<file path="src/rtl/ppcb_pkg.sv">
// Package holding the register map, reset values and carrier types of the port configuration bank.
package ppcb_pkg;

    // Register addresses on the special function register bus.
    localparam logic [7:0] PORT1_DATA_LATCH_ADDR = 8'h90;
    localparam logic [7:0] PORT0_OUTPUT_MODE_ADDR = 8'ha4;
    localparam logic [7:0] PORT0_DRIVE_STRENGTH_ADDR = 8'ha4;
    localparam logic [7:0] PORT0_CROSSBAR_SKIP_ADDR = 8'hd4;
    localparam logic [7:0] PORT1_CROSSBAR_SKIP_ADDR = 8'hd5;
    localparam logic [7:0] PORT0_INPUT_MODE_ADDR = 8'hf1;

    // Register pages; the data latch answers on every page.
    localparam logic [3:0] PAGE_CONFIG = 4'h0;
    localparam logic [3:0] PAGE_DRIVE = 4'hf;

    // Reset values.
    localparam logic [7:0] PORT1_DATA_LATCH_RST = 8'hff;
    localparam logic [7:0] PORT0_OUTPUT_MODE_RST = 8'h00;
    localparam logic [7:0] PORT0_DRIVE_STRENGTH_RST = 8'h00;
    localparam logic [7:0] PORT0_CROSSBAR_SKIP_RST = 8'h00;
    localparam logic [7:0] PORT1_CROSSBAR_SKIP_RST = 8'h00;
    localparam logic [7:0] PORT0_INPUT_MODE_RST = 8'hff;

    // Answer when no register is selected.
    localparam logic [7:0] UNMAPPED_READ_VALUE = 8'h00;

    // Register select decoded from address and page.
    typedef enum logic [2:0] {
        PPCB_SEL_NONE = 3'b000,
        PPCB_SEL_P1_DATA = 3'b001,
        PPCB_SEL_P0_OMODE = 3'b010,
        PPCB_SEL_P0_DRIVE = 3'b011,
        PPCB_SEL_P0_SKIP = 3'b100,
        PPCB_SEL_P1_SKIP = 3'b101,
        PPCB_SEL_P0_IMODE = 3'b110
    } ppcb_sel_type;

    // One bus request from the CPU.
    typedef struct packed {
        logic wr;
        logic rd;
        logic rmw;
        logic bit_op;
        logic [2:0] bit_idx;
        logic bit_val;
        logic [7:0] addr;
        logic [3:0] page;
        logic [7:0] wdata;
    } ppcb_req_type;

    // Port 0 configuration vectors presented to the pads.
    typedef struct packed {
        logic [7:0] skip;
        logic [7:0] digital_mode;
        logic [7:0] push_pull;
        logic [7:0] high_drive;
    } ppcb_p0_cfg_type;

endpackage

</file>
<file path="src/rtl/ppcb_decode.sv">
// Address and page decoder that picks one register of the bank.
`timescale 1ns/1ps
module ppcb_decode (
    input wire logic [7:0] addr,
    input wire logic [3:0] page,
    output ppcb_pkg::ppcb_sel_type sel
);

    // Page-qualified decode; the data latch ignores the page.
    always_comb begin
        if (addr == ppcb_pkg::PORT1_DATA_LATCH_ADDR) begin
            sel = ppcb_pkg::PPCB_SEL_P1_DATA;
        end else if (addr == ppcb_pkg::PORT0_OUTPUT_MODE_ADDR && page == ppcb_pkg::PAGE_CONFIG) begin
            sel = ppcb_pkg::PPCB_SEL_P0_OMODE;
        end else if (addr == ppcb_pkg::PORT0_DRIVE_STRENGTH_ADDR && page == ppcb_pkg::PAGE_DRIVE) begin
            sel = ppcb_pkg::PPCB_SEL_P0_DRIVE;
        end else if (addr == ppcb_pkg::PORT0_CROSSBAR_SKIP_ADDR && page == ppcb_pkg::PAGE_CONFIG) begin
            sel = ppcb_pkg::PPCB_SEL_P0_SKIP;
        end else if (addr == ppcb_pkg::PORT1_CROSSBAR_SKIP_ADDR && page == ppcb_pkg::PAGE_CONFIG) begin
            sel = ppcb_pkg::PPCB_SEL_P1_SKIP;
        end else if (addr == ppcb_pkg::PORT0_INPUT_MODE_ADDR && page == ppcb_pkg::PAGE_CONFIG) begin
            sel = ppcb_pkg::PPCB_SEL_P0_IMODE;
        end else begin
            sel = ppcb_pkg::PPCB_SEL_NONE;
        end
    end

endmodule

</file>
<file path="src/rtl/ppcb_port_bank.sv">
// Port 0 and Port 1 configuration and data register bank on the special function register bus.
`timescale 1ns/1ps
//////////////////////////////////////////////////////////////////////////////////////////////////////
//////////////////////////////////////////////////////////////////////////////////////////////////////
module ppcb_port_bank (
    input wire logic sys_clk,
    input wire logic arst_n,
    input ppcb_pkg::ppcb_req_type req,
    input wire logic [7:0] port1_pin_level,
    output logic [7:0] rdata,
    output ppcb_pkg::ppcb_p0_cfg_type port0_cfg,
    output logic [7:0] port1_crossbar_skip,
    output logic [7:0] port1_data_latch,
    output logic [7:0] port0_pullup_en,
    output logic [7:0] port0_receiver_en
);

    ppcb_pkg::ppcb_sel_type sel;
    logic [7:0] skip0_q;
    logic [7:0] skip1_q;
    logic [7:0] imode_q;
    logic [7:0] omode_q;
    logic [7:0] drive_q;
    logic [7:0] latch_q;
    logic [7:0] latch_d;
    logic [7:0] rdata_d;

    // Merge a single-bit write into a byte, or pass the whole byte.
    function automatic logic [7:0] merge_write(input logic [7:0] old, input ppcb_pkg::ppcb_req_type r);
        logic [7:0] v;
        v = old;
        if (r.bit_op) begin
            v[r.bit_idx] = r.bit_val;
        end else begin
            v = r.wdata;
        end
        return v;
    endfunction

    ppcb_decode u_decode (
        .addr(req.addr),
        .page(req.page),
        .sel(sel)
    );

    //////////////////////////////////////////////////////////////////////////////////////////////////
    // Configuration registers; each updates on its own decoded write.
    always_ff @(posedge sys_clk or negedge arst_n) begin
        if (!arst_n) begin
            skip0_q <= ppcb_pkg::PORT0_CROSSBAR_SKIP_RST;
            skip1_q <= ppcb_pkg::PORT1_CROSSBAR_SKIP_RST;
            imode_q <= ppcb_pkg::PORT0_INPUT_MODE_RST;
            omode_q <= ppcb_pkg::PORT0_OUTPUT_MODE_RST;
            drive_q <= ppcb_pkg::PORT0_DRIVE_STRENGTH_RST;
        end else if (req.wr) begin
            if (sel == ppcb_pkg::PPCB_SEL_P0_SKIP) begin
                skip0_q <= merge_write(skip0_q, req);
            end
            if (sel == ppcb_pkg::PPCB_SEL_P1_SKIP) begin
                skip1_q <= merge_write(skip1_q, req);
            end
            if (sel == ppcb_pkg::PPCB_SEL_P0_IMODE) begin
                imode_q <= merge_write(imode_q, req);
            end
            if (sel == ppcb_pkg::PPCB_SEL_P0_OMODE) begin
                omode_q <= merge_write(omode_q, req);
            end
            if (sel == ppcb_pkg::PPCB_SEL_P0_DRIVE) begin
                drive_q <= merge_write(drive_q, req);
            end
        end
    end

    //////////////////////////////////////////////////////////////////////////////////////////////////
    // Port 1 output latch; bit writes touch only their bit so other pins keep their drive.
    always_comb begin
        latch_d = latch_q;
        if (req.wr && sel == ppcb_pkg::PPCB_SEL_P1_DATA) begin
            latch_d = merge_write(latch_q, req);
        end
    end

    always_ff @(posedge sys_clk or negedge arst_n) begin
        if (!arst_n) begin
            latch_q <= ppcb_pkg::PORT1_DATA_LATCH_RST;
        end else begin
            latch_q <= latch_d;
        end
    end

    //////////////////////////////////////////////////////////////////////////////////////////////////
    // Read mux; read-modify-write sees the latch so a pin held low externally is not copied back.
    always_comb begin
        rdata_d = ppcb_pkg::UNMAPPED_READ_VALUE;
        if (sel == ppcb_pkg::PPCB_SEL_P1_DATA) begin
            rdata_d = req.rmw ? latch_q : port1_pin_level;
        end else if (sel == ppcb_pkg::PPCB_SEL_P0_SKIP) begin
            rdata_d = skip0_q;
        end else if (sel == ppcb_pkg::PPCB_SEL_P1_SKIP) begin
            rdata_d = skip1_q;
        end else if (sel == ppcb_pkg::PPCB_SEL_P0_IMODE) begin
            rdata_d = imode_q;
        end else if (sel == ppcb_pkg::PPCB_SEL_P0_OMODE) begin
            rdata_d = omode_q;
        end else if (sel == ppcb_pkg::PPCB_SEL_P0_DRIVE) begin
            rdata_d = drive_q;
        end
    end

    // Read data is registered, valid the cycle after the read strobe; held otherwise.
    always_ff @(posedge sys_clk or negedge arst_n) begin
        if (!arst_n) begin
            rdata <= ppcb_pkg::UNMAPPED_READ_VALUE;
        end else if (req.rd) begin
            rdata <= rdata_d;
        end
    end

    //////////////////////////////////////////////////////////////////////////////////////////////////
    // Output vectors are flopped copies, so they move one cycle after the register takes a write.
    // Analog mode gates pull-up and receiver, but push-pull and drive pass untouched.
    always_ff @(posedge sys_clk or negedge arst_n) begin
        if (!arst_n) begin
            port0_cfg <= '{skip: ppcb_pkg::PORT0_CROSSBAR_SKIP_RST,
                           digital_mode: ppcb_pkg::PORT0_INPUT_MODE_RST,
                           push_pull: ppcb_pkg::PORT0_OUTPUT_MODE_RST,
                           high_drive: ppcb_pkg::PORT0_DRIVE_STRENGTH_RST};
            port1_crossbar_skip <= ppcb_pkg::PORT1_CROSSBAR_SKIP_RST;
            port1_data_latch <= ppcb_pkg::PORT1_DATA_LATCH_RST;
            port0_pullup_en <= ppcb_pkg::PORT0_INPUT_MODE_RST;
            port0_receiver_en <= ppcb_pkg::PORT0_INPUT_MODE_RST;
        end else begin
            port0_cfg <= '{skip: skip0_q, digital_mode: imode_q, push_pull: omode_q,
                           high_drive: drive_q};
            port1_crossbar_skip <= skip1_q;
            port1_data_latch <= latch_q;
            port0_pullup_en <= imode_q;
            port0_receiver_en <= imode_q;
        end
    end
endmodule

</file>
<file path="config.mk">
export PLATFORM = sky130hd
export DESIGN_NAME = ppcb_port_bank
export DESIGN_NICKNAME = d
export VERILOG_FILES = /design/src/rtl/ppcb_pkg.sv /design/src/rtl/ppcb_decode.sv /design/src/rtl/ppcb_port_bank.sv
export SDC_FILE = /design/constraint.sdc
export NUM_CORES = 1
export LEC_CHECK = 0
export BUFFER_PORTS_ARGS = -buffer_cell sky130_fd_sc_hd__buf_2
export CAP_MARGIN = 20
export CORE_ASPECT_RATIO = 1.1
export CORE_MARGIN = 8
export CORE_UTILIZATION = 50
export CTS_BUF_LIST = sky130_fd_sc_hd__clkbuf_2 sky130_fd_sc_hd__clkbuf_4 sky130_fd_sc_hd__clkbuf_8
export CTS_CLUSTER_DIAMETER = 30
export DETAILED_ROUTE_END_ITERATION = 8
export PLACE_DENSITY = 0.87
export SLEW_MARGIN = 10
export SYNTH_ARGS = -nofsm -noshare
export SYNTH_HDL_FRONTEND = slang
export SYNTH_SLANG_ARGS = --single-unit
</file>
<file path="constraint.sdc">
create_clock -name sys_clk -period 1.37 [get_ports sys_clk]
set_input_delay 0.2055 -clock sys_clk [delete_from_list [all_inputs] [get_ports sys_clk]]
set_output_delay 0.2055 -clock sys_clk [all_outputs]
set_load 0.005 [all_outputs]
</file>
==> results of run 1 <==
[cell usage in the layout, fill, tap and decap left out, drive strengths merged, types with 2 or more instances in the layout]
cell type  Yosys  final
buf           24    173
dfrtp         72     72
mux2          56     56
nor2          43     43
dfstp         32     32
nand4         26     26
o21ai         16     16
a21oi         13     13
inv           11     12
clkbuf         6     12
nand3b         8      8
a221oi         7      7
o22ai          7      7
a32o           7      7
nand3          4      4
nor2b          3      3
nor3           3      3
clkinv         1      3
nor4bb         2      2
a31oi          2      2
or4            2      2
nand4b         2      2
and4           2      2
[layout make-up]
cell class,count,area [um^2],area share [%]
antenna,1,2.50,0.0419
clock buffer,12,153,2.56
clock inverter,4,52.6,0.880
inverter,12,45.0,0.754
multi-input combinational,215,1800,30.2
sequential,104,2640,44.3
tap,114,143,2.39
timing repair buffer,174,1130,19.0
[sequential cells by signal, indices dropped and copies added (netlist names)]
| name | count |
|---|---|
| port1_data_latch | 8 |
| omode_q | 8 |
| imode_q | 8 |
| drive_q | 8 |
| port0_receiver_en | 8 |
| rdata | 8 |
| latch_q | 8 |
| port1_crossbar_skip | 8 |
| skip0_q | 8 |
| skip1_q | 8 |
| port0_cfg | 24 |
[worst max-delay path, stage by stage]
cell    delay [ns]
buf_8         0.10
or4_4         0.53
or4_4         0.65
nor2_4        0.16
mux2_4        0.31
[power by group through the flow]
stage / logic [uW] / clock network (uW) / registers [uW]
after CTS: 523 / 1980 / 3120
after global routing: 603 / 2110 / 3130
after global placement: 488 / 0 / 3180
after detailed placement: 504 / 0 / 3180
after floorplan: 174 / 0 / 3180
final: 557 / 1970 / 3120
[what timing repair did]
| action | in CTS | in global routing |
|---|---|---|
| pin swaps | 3 | 9 |
| setup buffers | 2 | 3 |
| setup endpoints to repair | 39 | 44 |
| gates cloned | 0 | 0 |
| hold endpoints to repair | 19 | 0 |
| resized for setup | 24 | 39 |
| hold buffers | 1 | 0 |
[per-stage QoR]
stage | hold slack (ns) | cell area, um^2
floorplan | -0.0901 | 4510
global placement | 0.160 | 5510
finish | 0.240 | 5970
global route | 0.281 | 5970
detailed placement | 0.170 | 5510
CTS | 0.235 | 5830
[layer usage]
layer | up-vias | share of wire (%) | track usage, %
met3 | 65 | 9.3 | 5.89
met1 | 1866 | 36 | 26.2
li1 | 1626 | - | -
met4 | 2 | 4.5 | 11.9
met2 | 266 | 50 | 37.0
met5 | - | 0.079 | 0
[path summary, 6_finish.rpt]
kind                                          from                      to  slack (ns)  cells after the start
worst max-delay path                        req[9]              skip1_q[2]       -0.30                      5
worst min-delay path            port1_pin_level[0]                rdata[0]        0.24                      4
worst max register to register          skip0_q[6]                rdata[6]        0.20                      3
worst min register to register          latch_q[1]     port1_data_latch[1]        0.38                      0
max in group asynchronous                   arst_n     port1_data_latch[0]        0.46                      3
min in group asynchronous                   arst_n  port1_crossbar_skip[4]        0.30                      2
[logic make-up (layout without fill, tap and decap cells)]
family	after synthesis	after routing	share of synthesized area, %
AOI/OAI and AO/OA	57	57	8.41
buffers and inverters	42	202	5.05
DFF	104	104	59.0
muxes	56	56	14.1
other	0	1	0
and+or+nand+nor	102	102	13.5
==> results.cfg, run 1 <==
[power]
internal-power_uw = 4290
p_seq_share_pct = 55.3
power_density_nw_per_um2 = 946
p_comb_share_pct = 9.9
netSwitchingFraction_pct = 24.1
max-vdd-ir-drop_v = 0.000573
clockPowerShare_pct = 34.8
finalPower_uw = 5650
cellLeakagePower_uw = 0.00298
switching_power_uw = 1360

[setup_path]
cp_data_required_time_ns = 1.64
cp.arrival_ns = 1.94
crit_path_start_kind = input pin
critPathKind = input pin to flop
end_kind = flop
crit_path_max_fanout = 8

[yosys]
synthDistinctLibCells = 41
synth-edff-count = 0
yosysSeqAreaShare_pct = 59.0
synthTopCellsByArea = dfrtp_1 (40%), dfstp_2 (19%), mux2_2 (12%), nand4_1 (3.6%), nor2_1 (3.6%)
netlist_area_um2 = 4480
synth_area_per_cell_um2 = 12.4
synth.most_common_cell = dfrtp_1
syn-num-nets = 399
synthFlopType = dfrtp_1
synth_warnings = 0
yosys.area.top_type = dfrtp_1
postSynth.asyncResetShare_pct = 100
yosysTopAreaCellShare_pct = 40.2
syn_inst = 361
synthTopCellsByCount = dfrtp_1 (72), mux2_2 (48), nor2_1 (43)
ys_seq_elements = 104

[floorplan]
die_w_um = 106
start_util_pct = 51.0
rows = 36
die_h_um = 115
core_area_um2 = 8780
dieArea_um2 = 12200
ios = 110

[timing]
period_needed_ns = 1.67
relSlewSlack_pct = 50.5
tightest_slew_ns = 0.735
slew_violations = 0
finalHoldViolCount = 0
setup_viol = 10
fin_setup_tns_ns = -2.41
rsz0062_at_grt = yes
skew_ns = 0.00593
fin_crit_sh_pct = 122
worst_slack_ns = -0.305
fmax_ghz = 0.597

[layout]
nets = 554
final_cells = 636
syn_to_final_growth_pct = 33.3
fill_cells = 608
final_util_pct = 68.0
layout-drive-gt1-share_pct = 59.5

[detailed_routing]
drtAntennaViolNets = 0
drt-pass1-iter-count = 5
wl_per_cell_um = 21.8
vias_per_cell = 6.01
drt-total-wl_um = 13900
drc = 0
via_count = 3825
drt_iter0_markers = 420

[cts]
cts_buffer_depth = 2
clock_latency_ns = 0.37
cts_buffers = 9
path_clk_slew_ns = 0.09
h-tree-depth = 3
cts_tree = built
cts-root-buf = clkbuf_8
clock_sinks = 104

[min_path]
min_path_type = input pin to flop

[place]
port_buffers = 109
dpl.hpwl_um = 9410
place.gp.congestion = 0.918
post-place-ws_ns = -0.770
dp_cells = 615

[global_routing]
grt_pass1_vias = 3979
grt-ovfl-total = 0
grt_pass1_wl_um = 21200
grtUsageTotal_pct = 22.4
grt_max_degree = 41
antenna_found_initial = 2

[run_status]
violations = negative setup slack
outcome = finished, violations left

[job]
drv_cap = 0
Power figures use the tool's default switching activity.
==> inputs of run 2 (changes only) <==
--- a/config.mk
+++ b/config.mk
@@ -10,10 +10,10 @@
 export CORE_ASPECT_RATIO = 1.1
 export CORE_MARGIN = 8
 export CORE_UTILIZATION = 50
-export CTS_BUF_LIST = sky130_fd_sc_hd__clkbuf_2 sky130_fd_sc_hd__clkbuf_4 sky130_fd_sc_hd__clkbuf_8
+export CTS_BUF_LIST = sky130_fd_sc_hd__clkbuf_4 sky130_fd_sc_hd__clkbuf_8
 export CTS_CLUSTER_DIAMETER = 30
 export DETAILED_ROUTE_END_ITERATION = 8
-export PLACE_DENSITY = 0.87
+export PLACE_DENSITY = 0.76
 export SLEW_MARGIN = 10
 export SYNTH_ARGS = -nofsm -noshare
 export SYNTH_HDL_FRONTEND = slang
==> results.cfg, run 2 (synthesized netlist as in run 1, its figures left out) <==
[detailed_routing]
wl_per_cell_um = 20.2
drt-total-wl_um = 12900
via_count = 3665
drc = 0
drt_iter0_markers = 258
drt-pass1-iter-count = 5
vias_per_cell = 5.74
drtAntennaViolNets = 0

[global_routing]
grtUsageTotal_pct = 21.3
grt_max_degree = 31
grt-ovfl-total = 0
grt_pass1_vias = 3796
grt_pass1_wl_um = 20200
antenna_found_initial = 0

[floorplan]
rows = 36
start_util_pct = 51.0
die_h_um = 115
ios = 110
die_w_um = 106
core_area_um2 = 8780
dieArea_um2 = 12200

[layout]
nets = 558
antenna_cells = 0
top_register = port0_cfg
largest_register_ff_count = 24
layout-drive-gt1-share_pct = 60.4
final_cell_mix = buf_2 (105), dfrtp_1 (72), buf_4 (57)
syn_to_final_growth_pct = 34.8
final_common_cell = buf_2

[setup_path]
cp_data_required_time_ns = 1.63
cp.arrival_ns = 1.96
critPathKind = input pin to flop
rrSetupSlack_ns = 0.20
worst_r2r_path_depth = 3
reg2reg_from = skip0_q[6]
crit_path_max_fanout = 8
crit_path_start_kind = input pin
crit_start = req[8]
end_kind = flop

[place]
port_buffers = 109
place.gp.congestion = 0.937
dpl.hpwl_um = 9290

[run_status]
violations = negative setup slack
outcome = finished, violations left

[timing]
slew_violations = 0
worst_slack_ns = -0.328
fin_crit_sh_pct = 124
fmax_ghz = 0.589
setup_viol = 13
tightest_slew_ns = 0.682
rsz0062_at_grt = yes
relSlewSlack_pct = 54.0
fin_setup_tns_ns = -2.65
skew_ns = 0.0111
finalHoldViolCount = 0
period_needed_ns = 1.70

[cts]
clock_latency_ns = 0.37
cts_buffers = 9
clock_sinks = 104
path_clk_slew_ns = 0.10
h-tree-depth = 3
cts_tree = built
cts-root-buf = clkbuf_8
cts_buffer_depth = 2

[min_path]
whs_path_depth = 4
min_path_type = input pin to flop
min_from = port1_pin_level[2]

[power]
max-vdd-ir-drop_v = 0.000422
finalPower_uw = 5470
cellLeakagePower_uw = 0.00300
power_density_nw_per_um2 = 906

[job]
drv_cap = 0
## run 2: cell types whose count changed in the layout (fill, tap and decap cells not counted), moves of 2 or more
cell,change
nor2_2,-6
mux2_4,+5
nor2_4,+5
buf_4,+4
mux2_1,-3
clkbuf_4,-2
inv_6,+2
mux2_2,-2
## run 2: power by group
group	switching, uW	internal (uW)
clock network	1110	696
logic	315	233
registers	15.8	3110
## run 2: area by class of cell
type,instances,area (um^2)
Tap cell,114,143
Clock buffer,9,124
Inverter,12,45.0
Sequential cell,104,2640
Clock inverter,7,60.1
Fill cell,633,2750
Timing Repair Buffer,178,1160
Multi-Input combinational cell,215,1860
## run 2: path summary, 6_finish.rpt
path | endpoint
setup / recovery | skip1_q[5]
hold / removal | rdata[2]
setup reg to reg | rdata[6]
hold reg to reg | port1_data_latch[5]
max in group asynchronous | latch_q[0]
min in group asynchronous | drive_q[5]
## run 2: routing by layer
layer | GRT usage, % | up-vias | share of wire, %
li1 | - | 1626 | -
met1 | 27.6 | 1826 | 42
met2 | 33.1 | 192 | 48
met3 | 5.49 | 21 | 8.2
met4 | 8.92 | 0 | 1.8
met5 | 0 | - | 0
## run 2: timing repair
item,CTS,global route
setup endpoints to repair,15,35
buffers inserted,1,5
hold buffers,1,0
resized for setup,30,45
pin swaps,6,8
endpoints found under the hold margin,18,0
## run 2: critical path: stages
cell and delay (ns):
buf_6 0.09, or4_4 0.54, or4_4 0.55, buf_12 0.17, nor2_4 0.09, mux2_4 0.30
## run 2: stage by stage
stage	util (%)	setup WS (ns)	cells	hold WS, ns	cell area (um^2)
after floorplan	-	-0.560	361	-0.0901	4510
after global placement	62.6	-0.720	616	0.151	5500
after detailed placement	62.6	-0.778	616	0.153	5500
after CTS	66.2	-0.333	634	0.225	5820
after global routing	68.7	-0.320	639	0.224	6040
final	68.7	-0.328	639	0.231	6040
